--- config.mk ---
export PLATFORM = sky130hd
export DESIGN_NAME = accel_data_status_regs
export DESIGN_NICKNAME = d
export VERILOG_FILES = /design/src/design/accel_regs_pkg.sv /design/src/design/accel_data_status_regs.sv
export SDC_FILE = /design/constraint.sdc
export NUM_CORES = 1
export LEC_CHECK = 0
export ABC_AREA = 1
export ABC_CLOCK_PERIOD_IN_PS = 900
export BUFFER_PORTS_ARGS = -buffer_cell sky130_fd_sc_hd__clkbuf_2
export CAP_MARGIN = 25
export CORE_MARGIN = 4
export CORE_UTILIZATION = 40
export CTS_CLUSTER_SIZE = 10
export DETAILED_ROUTE_END_ITERATION = 8
export MAX_ROUTING_LAYER = met4
export PLACE_DENSITY = 0.71
export SLEW_MARGIN = 10
export SYNTH_ARGS = -nofsm -noshare
export SYNTH_HDL_FRONTEND = slang
export SYNTH_SLANG_ARGS = --single-unit
--- constraint.sdc ---
create_clock -name core_clk_i -period 0.9 [get_ports core_clk_i]
set_input_delay 0.18 -clock core_clk_i [delete_from_list [all_inputs] [get_ports core_clk_i]]
set_output_delay 0.18 -clock core_clk_i [all_outputs]
set_load 0.05 [all_outputs]
--- src/design/accel_regs_pkg.sv ---
// constants for the data and status register bank of the motion sensor
// assumes a serial front end that turns host frames into register strobes on core_clk_i
// Behaviour
// y and z single-byte registers carry upper eight bits of current sample.
// error flag bit 7 set at power-up and soft reset, cleared by any write.
// error flag also set when a register upset is reported.
// bit 6 shows awake state; reads 1 unless linked or loop mode.
// bit 5 set when inactivity or free fall is detected.
// bit 4 set when activity over threshold is detected.
// bit 3 set when buffer overflows and unread samples are replaced.
// bit 2 high while buffer count reaches programmed sample count.
// bit 1 high while at least one sample is in buffer output.
// bit 0 set on new sample, cleared by a buffer read.
// status register resets to 0x40, only awake high; the code resets it to 0xC0, with the error flag also high.
// buffer count reported from 0 to 512 inclusive.
// count low byte in low register, two upper bits in high register.
// each 12-bit axis sample split low eight bits and upper four bits.
// bits 15 to 12 of every pair copy bit 11.
// temperature sample uses the same sign-extended pair layout.
// writing 0x52 to soft reset register resets device to defaults and standby.
// after soft reset interrupt outputs go high impedance.
// soft reset register is write-only and reads 0x00.
// x-axis single-byte register at 0x08 carries upper eight sample bits.
// linked and loop modes alternate detectors; loop mode acknowledges internally.
// soft reset register writes of other values have no effect; the code treats them as a plain register write.
package accel_regs_pkg;
    localparam int ADDR_W = 8;
    localparam int DATA_W = 8;
    localparam int SAMPLE_W = 12;
    localparam int COUNT_W = 10;
    localparam int MARK_W = 9;

    localparam logic [ADDR_W-1:0] X_AXIS_BYTE_ADDR = 8'h08;
    localparam logic [ADDR_W-1:0] Y_AXIS_BYTE_ADDR = 8'h09;
    localparam logic [ADDR_W-1:0] Z_AXIS_BYTE_ADDR = 8'h0a;
    localparam logic [ADDR_W-1:0] DEVICE_CONDITION_FLAGS_ADDR = 8'h0b;
    localparam logic [ADDR_W-1:0] BUFFER_COUNT_LOW_ADDR = 8'h0c;
    localparam logic [ADDR_W-1:0] BUFFER_COUNT_HIGH_ADDR = 8'h0d;
    localparam logic [ADDR_W-1:0] X_SAMPLE_LOW_ADDR = 8'h0e;
    localparam logic [ADDR_W-1:0] X_SAMPLE_HIGH_ADDR = 8'h0f;
    localparam logic [ADDR_W-1:0] Y_SAMPLE_LOW_ADDR = 8'h10;
    localparam logic [ADDR_W-1:0] Y_SAMPLE_HIGH_ADDR = 8'h11;
    localparam logic [ADDR_W-1:0] Z_SAMPLE_LOW_ADDR = 8'h12;
    localparam logic [ADDR_W-1:0] Z_SAMPLE_HIGH_ADDR = 8'h13;
    localparam logic [ADDR_W-1:0] THERMAL_SAMPLE_LOW_ADDR = 8'h14;
    localparam logic [ADDR_W-1:0] THERMAL_SAMPLE_HIGH_ADDR = 8'h15;
    localparam logic [ADDR_W-1:0] SOFTWARE_RESTART_ADDR = 8'h1f;

    localparam logic [DATA_W-1:0] RESTART_CODE = 8'h52;
    localparam logic [DATA_W-1:0] ZERO_BYTE = 8'h00;
    localparam logic [DATA_W-1:0] FLAGS_RESET = 8'h40;

    localparam int ERR_BIT = 7;
    localparam int AWAKE_BIT = 6;
    localparam int STILL_BIT = 5;
    localparam int MOTION_BIT = 4;
    localparam int OVERRUN_BIT = 3;
    localparam int MARK_BIT = 2;
    localparam int READY_BIT = 1;
    localparam int DATA_READY_BIT = 0;

    localparam logic [COUNT_W-1:0] COUNT_MAX = 10'h200;

    // motion_detect_control link/loop field: x0 default, 01 linked, 11 loop
    localparam logic [1:0] MODE_LINKED = 2'h1;
    localparam logic [1:0] MODE_LOOP = 2'h3;
endpackage

--- src/design/accel_data_status_regs.sv ---
// data and status register bank: samples, buffer count, condition flags, soft restart
// assumes register strobes and event pulses arrive synchronous to core_clk_i
`timescale 1ns/1ps
module accel_data_status_regs (
    // clock and reset
    input wire logic core_clk_i,
    input wire logic resetn_i,
    // register port from the serial front end
    input wire logic reg_wr_i,
    input wire logic reg_rd_i,
    input wire logic [accel_regs_pkg::ADDR_W-1:0] reg_addr_i,
    input wire logic [accel_regs_pkg::DATA_W-1:0] reg_wdata_i,
    output logic [accel_regs_pkg::DATA_W-1:0] reg_rdata_o,
    // samples from the measurement path
    input wire logic sample_valid_i,
    input wire logic [accel_regs_pkg::SAMPLE_W-1:0] x_sample_i,
    input wire logic [accel_regs_pkg::SAMPLE_W-1:0] y_sample_i,
    input wire logic [accel_regs_pkg::SAMPLE_W-1:0] z_sample_i,
    input wire logic [accel_regs_pkg::SAMPLE_W-1:0] thermal_sample_i,
    // sample buffer
    input wire logic [accel_regs_pkg::COUNT_W-1:0] buffer_count_i,
    input wire logic [accel_regs_pkg::MARK_W-1:0] buffer_mark_i,
    input wire logic buffer_overrun_i,
    input wire logic buffer_read_i,
    // detectors and configuration
    input wire logic motion_event_i,
    input wire logic stillness_event_i,
    input wire logic [1:0] motion_detect_control_i,
    input wire logic single_event_upset_i,
    // control outputs
    output logic soft_reset_o,
    output logic int_hiz_o,
    output logic motion_armed_o,
    output logic stillness_armed_o
);
    import accel_regs_pkg::*;

    typedef struct packed {
        logic [SAMPLE_W-1:0] x;
        logic [SAMPLE_W-1:0] y;
        logic [SAMPLE_W-1:0] z;
        logic [SAMPLE_W-1:0] t;
        logic [COUNT_W-1:0] count;
        logic err;
        logic awake;
        logic still;
        logic motion;
        logic overrun;
        logic mark;
        logic ready;
        logic data_ready;
        logic [DATA_W-1:0] rdata;
        logic soft_reset;
        logic int_hiz;
        logic motion_armed;
        logic stillness_armed;
    } state_t;

    localparam state_t STATE_RESET = '{
        x: '0, y: '0, z: '0, t: '0, count: '0,
        err: 1'b1, awake: 1'b1, still: 1'b0, motion: 1'b0,
        overrun: 1'b0, mark: 1'b0, ready: 1'b0, data_ready: 1'b0,
        rdata: ZERO_BYTE, soft_reset: 1'b0, int_hiz: 1'b1,
        motion_armed: 1'b1, stillness_armed: 1'b1
    };

    // upper byte of a sign-extended pair
    function automatic logic [DATA_W-1:0] high_byte(input logic [SAMPLE_W-1:0] s);
        high_byte = {{4{s[SAMPLE_W-1]}}, s[SAMPLE_W-1:DATA_W]};
    endfunction

    // single-byte reduced resolution view
    function automatic logic [DATA_W-1:0] top_byte(input logic [SAMPLE_W-1:0] s);
        top_byte = s[SAMPLE_W-1:SAMPLE_W-DATA_W];
    endfunction

    state_t state_reg;
    state_t state_next;
    logic linked;
    logic loop_mode;
    logic flags_read;
    logic restart_hit;
    logic [COUNT_W-1:0] count_clip;
    logic [DATA_W-1:0] flags;

    always_comb
    begin
        state_next = state_reg;
        linked = (motion_detect_control_i == MODE_LINKED) || (motion_detect_control_i == MODE_LOOP);
        loop_mode = (motion_detect_control_i == MODE_LOOP);
        flags_read = reg_rd_i && (reg_addr_i == DEVICE_CONDITION_FLAGS_ADDR);
        restart_hit = reg_wr_i && (reg_addr_i == SOFTWARE_RESTART_ADDR) && (reg_wdata_i == RESTART_CODE);
        count_clip = (buffer_count_i > COUNT_MAX) ? COUNT_MAX : buffer_count_i;
        flags = ZERO_BYTE;
        flags[ERR_BIT] = state_reg.err;
        flags[AWAKE_BIT] = state_reg.awake;
        flags[STILL_BIT] = state_reg.still;
        flags[MOTION_BIT] = state_reg.motion;
        flags[OVERRUN_BIT] = state_reg.overrun;
        flags[MARK_BIT] = state_reg.mark;
        flags[READY_BIT] = state_reg.ready;
        flags[DATA_READY_BIT] = state_reg.data_ready;

        state_next.soft_reset = 1'b0;
        if (sample_valid_i)
        begin
            state_next.x = x_sample_i;
            state_next.y = y_sample_i;
            state_next.z = z_sample_i;
            state_next.t = thermal_sample_i;
        end
        state_next.count = count_clip;
        state_next.mark = ({1'b0, buffer_mark_i} <= count_clip);
        state_next.ready = (count_clip != '0);

        // register writes clear the error flag and release the interrupt pins
        if (reg_wr_i)
        begin
            state_next.err = 1'b0;
            state_next.int_hiz = 1'b0;
        end
        if (single_event_upset_i)
            state_next.err = 1'b1;

        // status read acknowledges the sticky flags; a same-cycle event wins
        if (flags_read)
        begin
            state_next.still = 1'b0;
            state_next.motion = 1'b0;
            state_next.overrun = 1'b0;
        end
        if (buffer_read_i)
            state_next.data_ready = 1'b0;
        if (sample_valid_i)
            state_next.data_ready = 1'b1;
        if (buffer_overrun_i)
            state_next.overrun = 1'b1;

        if (linked)
        begin
            // only one detector runs; the awake state picks which one
            if (state_reg.awake && stillness_event_i)
            begin
                state_next.awake = 1'b0;
                state_next.still = 1'b1;
                if (loop_mode)
                    state_next.motion = 1'b0;
            end
            if (!state_reg.awake && motion_event_i)
            begin
                state_next.awake = 1'b1;
                state_next.motion = 1'b1;
                if (loop_mode)
                    state_next.still = 1'b0;
            end
            state_next.motion_armed = !state_next.awake;
            state_next.stillness_armed = state_next.awake;
        end
        else
        begin
            state_next.awake = 1'b1;
            state_next.motion_armed = 1'b1;
            state_next.stillness_armed = 1'b1;
            if (stillness_event_i)
                state_next.still = 1'b1;
            if (motion_event_i)
                state_next.motion = 1'b1;
        end

        state_next.rdata = ZERO_BYTE;
        if (reg_rd_i)
        begin
            unique case (reg_addr_i)
                X_AXIS_BYTE_ADDR: state_next.rdata = top_byte(state_reg.x);
                Y_AXIS_BYTE_ADDR: state_next.rdata = top_byte(state_reg.y);
                Z_AXIS_BYTE_ADDR: state_next.rdata = top_byte(state_reg.z);
                DEVICE_CONDITION_FLAGS_ADDR: state_next.rdata = flags;
                BUFFER_COUNT_LOW_ADDR: state_next.rdata = state_reg.count[DATA_W-1:0];
                BUFFER_COUNT_HIGH_ADDR: state_next.rdata = {6'h0_0, state_reg.count[COUNT_W-1:DATA_W]};
                X_SAMPLE_LOW_ADDR: state_next.rdata = state_reg.x[DATA_W-1:0];
                X_SAMPLE_HIGH_ADDR: state_next.rdata = high_byte(state_reg.x);
                Y_SAMPLE_LOW_ADDR: state_next.rdata = state_reg.y[DATA_W-1:0];
                Y_SAMPLE_HIGH_ADDR: state_next.rdata = high_byte(state_reg.y);
                Z_SAMPLE_LOW_ADDR: state_next.rdata = state_reg.z[DATA_W-1:0];
                Z_SAMPLE_HIGH_ADDR: state_next.rdata = high_byte(state_reg.z);
                THERMAL_SAMPLE_LOW_ADDR: state_next.rdata = state_reg.t[DATA_W-1:0];
                THERMAL_SAMPLE_HIGH_ADDR: state_next.rdata = high_byte(state_reg.t);
                SOFTWARE_RESTART_ADDR: state_next.rdata = ZERO_BYTE;
                default: state_next.rdata = ZERO_BYTE;
            endcase
        end

        // other codes written to the restart register only count as a plain write
        if (restart_hit)
        begin
            state_next = STATE_RESET;
            state_next.soft_reset = 1'b1;
        end
    end

    always_ff @(posedge core_clk_i or negedge resetn_i)
    begin
        if (!resetn_i)
            state_reg <= STATE_RESET;
        else
            state_reg <= state_next;
    end

    assign reg_rdata_o = state_reg.rdata;
    assign soft_reset_o = state_reg.soft_reset;
    assign int_hiz_o = state_reg.int_hiz;
    assign motion_armed_o = state_reg.motion_armed;
    assign stillness_armed_o = state_reg.stillness_armed;
endmodule // accel_data_status_regs

-- Word-level counts from Yosys, hierarchy flattened
Cells that the tools add are included.
- magnitude comparators: 2
- equal/unequal tests: 18
- multiplexer cells: 20
- reductions and logical operators: 14
- operator list (operator ; number):
    case mux 8 bit (14 select lines) ; 1
    two-way mux 78 bit ; 1
    equality test 8 x 4 -> 1 bit (second input constant) ; 8
    equality test 8 x 5 -> 1 bit (second input constant) ; 7
    two-way mux 48 bit ; 1
    two-way mux 3 bit ; 5
    > comparator 10 bit (second input constant) ; 1
    <= comparator 9 x 10 -> 1 bit ; 1
    two-way mux 10 bit ; 1
    nonzero test 10 bit ; 1
    two-way mux 1 bit ; 9
    nonzero test 3 bit ; 3
    equality test 8 x 7 -> 1 bit (second input constant) ; 1
    two-way mux 8 bit ; 1
    logical AND 1 bit ; 5
    nonzero test 2 bit ; 2
    equality test 2 x 1 -> 1 bit (second input constant) ; 1
    equality test 2 bit (second input constant) ; 1
    logical NOT 1 bit ; 2
    two-way mux 2 bit ; 1
    logical OR 1 bit ; 1
- bits in registers: 78
- input port bits: 95
- output and inout port bits: 12
- word-level logic and storage cells: 72

-- Logic depth before layout (Yosys ltp)
- depth after elaboration: 11
- depth in mapped cells: 11
- gate-level depth less buffers: 11

-- Least setup slack after synthesis
Ideal clock, no wire load.
- path type: input -> register
- from: in buffer_count_i[0] in the netlist's numbering
- to: reg state_reg, in the netlist flags[2]
- setup time: 121 ps
- data arrival time: 1680 ps
- required time: 779 ps
- slack: -901 ps
- stages on the path: 11
- path buffers: 0
- cell sequence: or2_2 -> inv_1 -> nand4_1 -> nand2_1 -> nand2_1 -> ha_1 -> nand2_1 -> nor3_1 -> o211ai_1 -> nand3b_1 -> a21oi_1
- RTL lines (item ; RTL line ; RTL):
    start, declared ; accel_data_status_regs.sv:21 ; input wire logic [accel_regs_pkg::COUNT_W-1:0] buffer_count_i,
    end signal, assigned ; accel_data_status_regs.sv:206 ; state_reg <= state_next;
    end, declared ; accel_data_status_regs.sv:77 ; state_t state_reg;

==> impl_metrics.tcl <==
set metrics [dict create \
    outcome "complete, but fails checks" \
    violations "setup timing" \
    setup_slack_ns -0.692 \
    syn_avg_cell_area_sq_um 7.29 \
    die_y_um 114 \
    io_buffers 106 \
    netlist_area_sq_um 4500 \
    setup_violations 88 \
    relSlewSlack_pct 76.6 \
    yosys.cell_types.count 26 \
    antenna_found_initial 0 \
    avgRoutedWirePerCell_um 19.1 \
    cts_tree "done" \
    highest_layer "met4" \
    worstPathMaxFanout 5 \
    drtAntennaViolNets 0 \
    drt_wl_total_um 17900 \
    dpl_worst_slack_ns -1.03 \
    syn_nets 722 \
    vdd_ir_drop_max_uv 905 \
    wl_met2_um 9440 \
    initial_utilization_pct 41.2 \
    hold_viol_final 0 \
    fill_cells 743 \
    max_stage_delay_ns 0.28 \
    clk_path_buf_depth 2 \
    fin_crit_sh_pct 177 \
    finalClockSkew_ns 0.00851 \
    htree_num_levels 3 \
    crit_chain "buf_6 -> or2_4 -> inv_2 -> nand4_1 -> nand2_2 -> buf_6 -> nand2_4 -> ha_4 -> nand2_4 -> nor2_4 -> o211ai_1 -> nand3b_1 -> a21oi_1" \
    dieArea_sq_um 13000 \
    fin_crit_ns 1.59 \
    arrival_ns 1.82 \
    layout-drive-gt1-share_pct 59.0 \
    p_total_uw 9530 \
    worstSetupEndpointType "register" \
    hold_class "in2reg" \
    path_clk_slew_ns 0.06 \
    detail_route.vias_per_cell 5.48 \
    ioPinCount 107 \
    core-area_sq_um 10900 \
    placementRows 38 \
    critPathRequiredTime_ns 1.13 \
    wl_met3_um 947 \
    drt_iter0_drc 339 \
    maxCapViolCount 0 \
    crit_type "in2reg" \
    cts_buffers 9 \
    grt_pass1_wl_um 26600 \
    p_per_area_nw_per_um2 1170 \
    root_buffer "clkbuf_16" \
    syn_inst 618 \
    hpwl_um 10300 \
    max_freq_ghz 0.628 \
    worst_setup_path_start_kind "input pin" \
    grt_usage_pct 27.2 \
    area_delta_synth_final_pct 80.2 \
    m1WireLength_um 6780 \
    cts.sinks 77 \
    drc_errors 0 \
    die_x_um 114 \
    grt_pass1_vias 5193 \
    p_leak_uw 0.00400 \
    vias 5148 \
    largest_reg_flops 58 \
    clk_latency_ns 0.34 \
    yosys_warnings 0 \
    synth-seq-cells 77 \
    final_max_slew_viol_count 0 \
    nNetsFinal 899 \
    num_antenna_cells 0 \
    cpMaxStageDelayCell "ha_4" \
    gp_congestion 0.939 \
    drtPass1Iterations 6 \
    grt_max_degree 50 \
    rsz0062_at_grt "yes" \
    grt.overflow.total 0 \
    yosysSeqAreaShare_pct 42.9 \
    worst_pin_slew_ns 0.350 \
]
==> critical path, delay by kind of cell <==
family / cells / cell delay, ns
simple gates: 7 / 0.89
fa+ha+maj: 1 / 0.28
compound gates: 2 / 0.18
buf+inv: 3 / 0.29
==> metal layers <==
layer / GRT usage [%] / up-vias
met3: 4.28 / 69
met5: - / -
met1: 32.0 / 2475
li1: - / 2389
met4: 11.9 / 0
met2: 46.0 / 215
==> placed cells by master, fill, tap and decap left out, types with 14 or more instances in the layout <==
cell,synthesis,final
buf_12,0,20
buf_4,11,50
buf_6,12,14
buf_8,0,19
clkbuf_2,0,86
dfrtp_1,73,68
inv_1,38,28
nand2_1,147,104
nand2_2,3,24
nand2_4,0,18
nand3_1,188,61
nand3_2,0,114
nor2_1,86,45
nor2_2,4,25
nor2_4,1,22
==> power by group <==
group / internal, uW / switching (uW) / leakage [uW]
clock: 2220 / 1430 / 0.000143
sequential: 3720 / 278 / 0.000932
combinational: 892 / 996 / 0.00293
total: 6830 / 2700 / 0.00400
==> kinds of logic (layout without fill, tap and decap cells) <==
logic type / after synthesis / in the layout / synth area share, %
adder cells (fa/ha/maj): 9 / 9 / 2.50
buffers and inverters: 79 / 260 / 9.69
AND/OR/NAND/NOR: 439 / 440 / 43.3
AO/OA/AOI/OAI: 14 / 14 / 1.61
flip-flops: 77 / 77 / 42.9
==> final cells by class <==
type / instances / area (sq um) / share of cell area [%]
Multi-Input combinational cell: 463 / 3460 / 42.6
Timing Repair inverter: 1 / 16.3 / 0.200
Sequential cell: 77 / 1940 / 23.9
Clock inverter: 4 / 47.5 / 0.586
Clock buffer: 12 / 246 / 3.04
Timing Repair Buffer: 204 / 2020 / 24.8
Tap cell: 140 / 175 / 2.16
Inverter: 39 / 211 / 2.60
==> what timing repair did <==
action                                 4_1_cts  5_1_grt
endpoints found under the hold margin       73        0
setup buffers                               27       16
pin swaps                                   81       69
cloned                                      15        2
hold buffers                                 1        0
resized for setup                          214      131
setup endpoints to repair                   87       89
==> cell usage after synthesis <==
cell	instances	area share [%]
nand3b_4	1	0.44
nand3_1	188	21
nand4_1	2	0.28
nand2_1	147	12
inv_1	38	3.2
nor2_1	86	7.2
inv_2	1	0.083
a21oi_1	9	1.0
o21ai_0	4	0.44
nand2_2	3	0.42
nor3_1	2	0.22
nor2_2	4	0.56
nand3b_1	2	0.33
nor2_4	1	0.25
clkbuf_1	6	0.50
buf_1	4	0.33
or2_2	1	0.14
ha_1	9	2.5
nor3_2	1	0.22
dfstp_2	4	2.3
nor4_1	1	0.14
buf_4	11	1.8
buf_6	12	3.0
o211ai_1	1	0.17
dfrtp_1	73	41
buf_2	7	0.78
==> through the flow <==
stage	utilization (%)	std cells	setup TNS [ns]	cell area, sq um	hold slack, ns
floorplan	-	618	-11.99	4830	-0.116
detailed placement	52.5	872	-36.74	5740	0.205
CTS	69.1	930	-20.66	7560	0.0490
global placement	52.5	872	-34.79	5740	0.205
global route	74.2	940	-22.60	8120	0.0582
finish	74.2	940	-19.88	8120	0.0518
==> final timing paths <==
kind                                   startpoint            end  slack, ns  cells past startpoint
worst max-delay path            buffer_count_i[1]       flags[2]      -0.69                     13
worst min-delay path                y_sample_i[5]  state_reg[59]       0.05                      3
worst max register to register           flags[6]       flags[4]      -0.30                      6
worst min register to register      state_reg[37]  state_reg[37]       0.52                      2
max in group asynchronous                resetn_i       flags[7]       0.26                      3
min in group asynchronous                resetn_i  state_reg[60]       0.38                      3
Note: power is estimated with default switching activity, not from simulation.
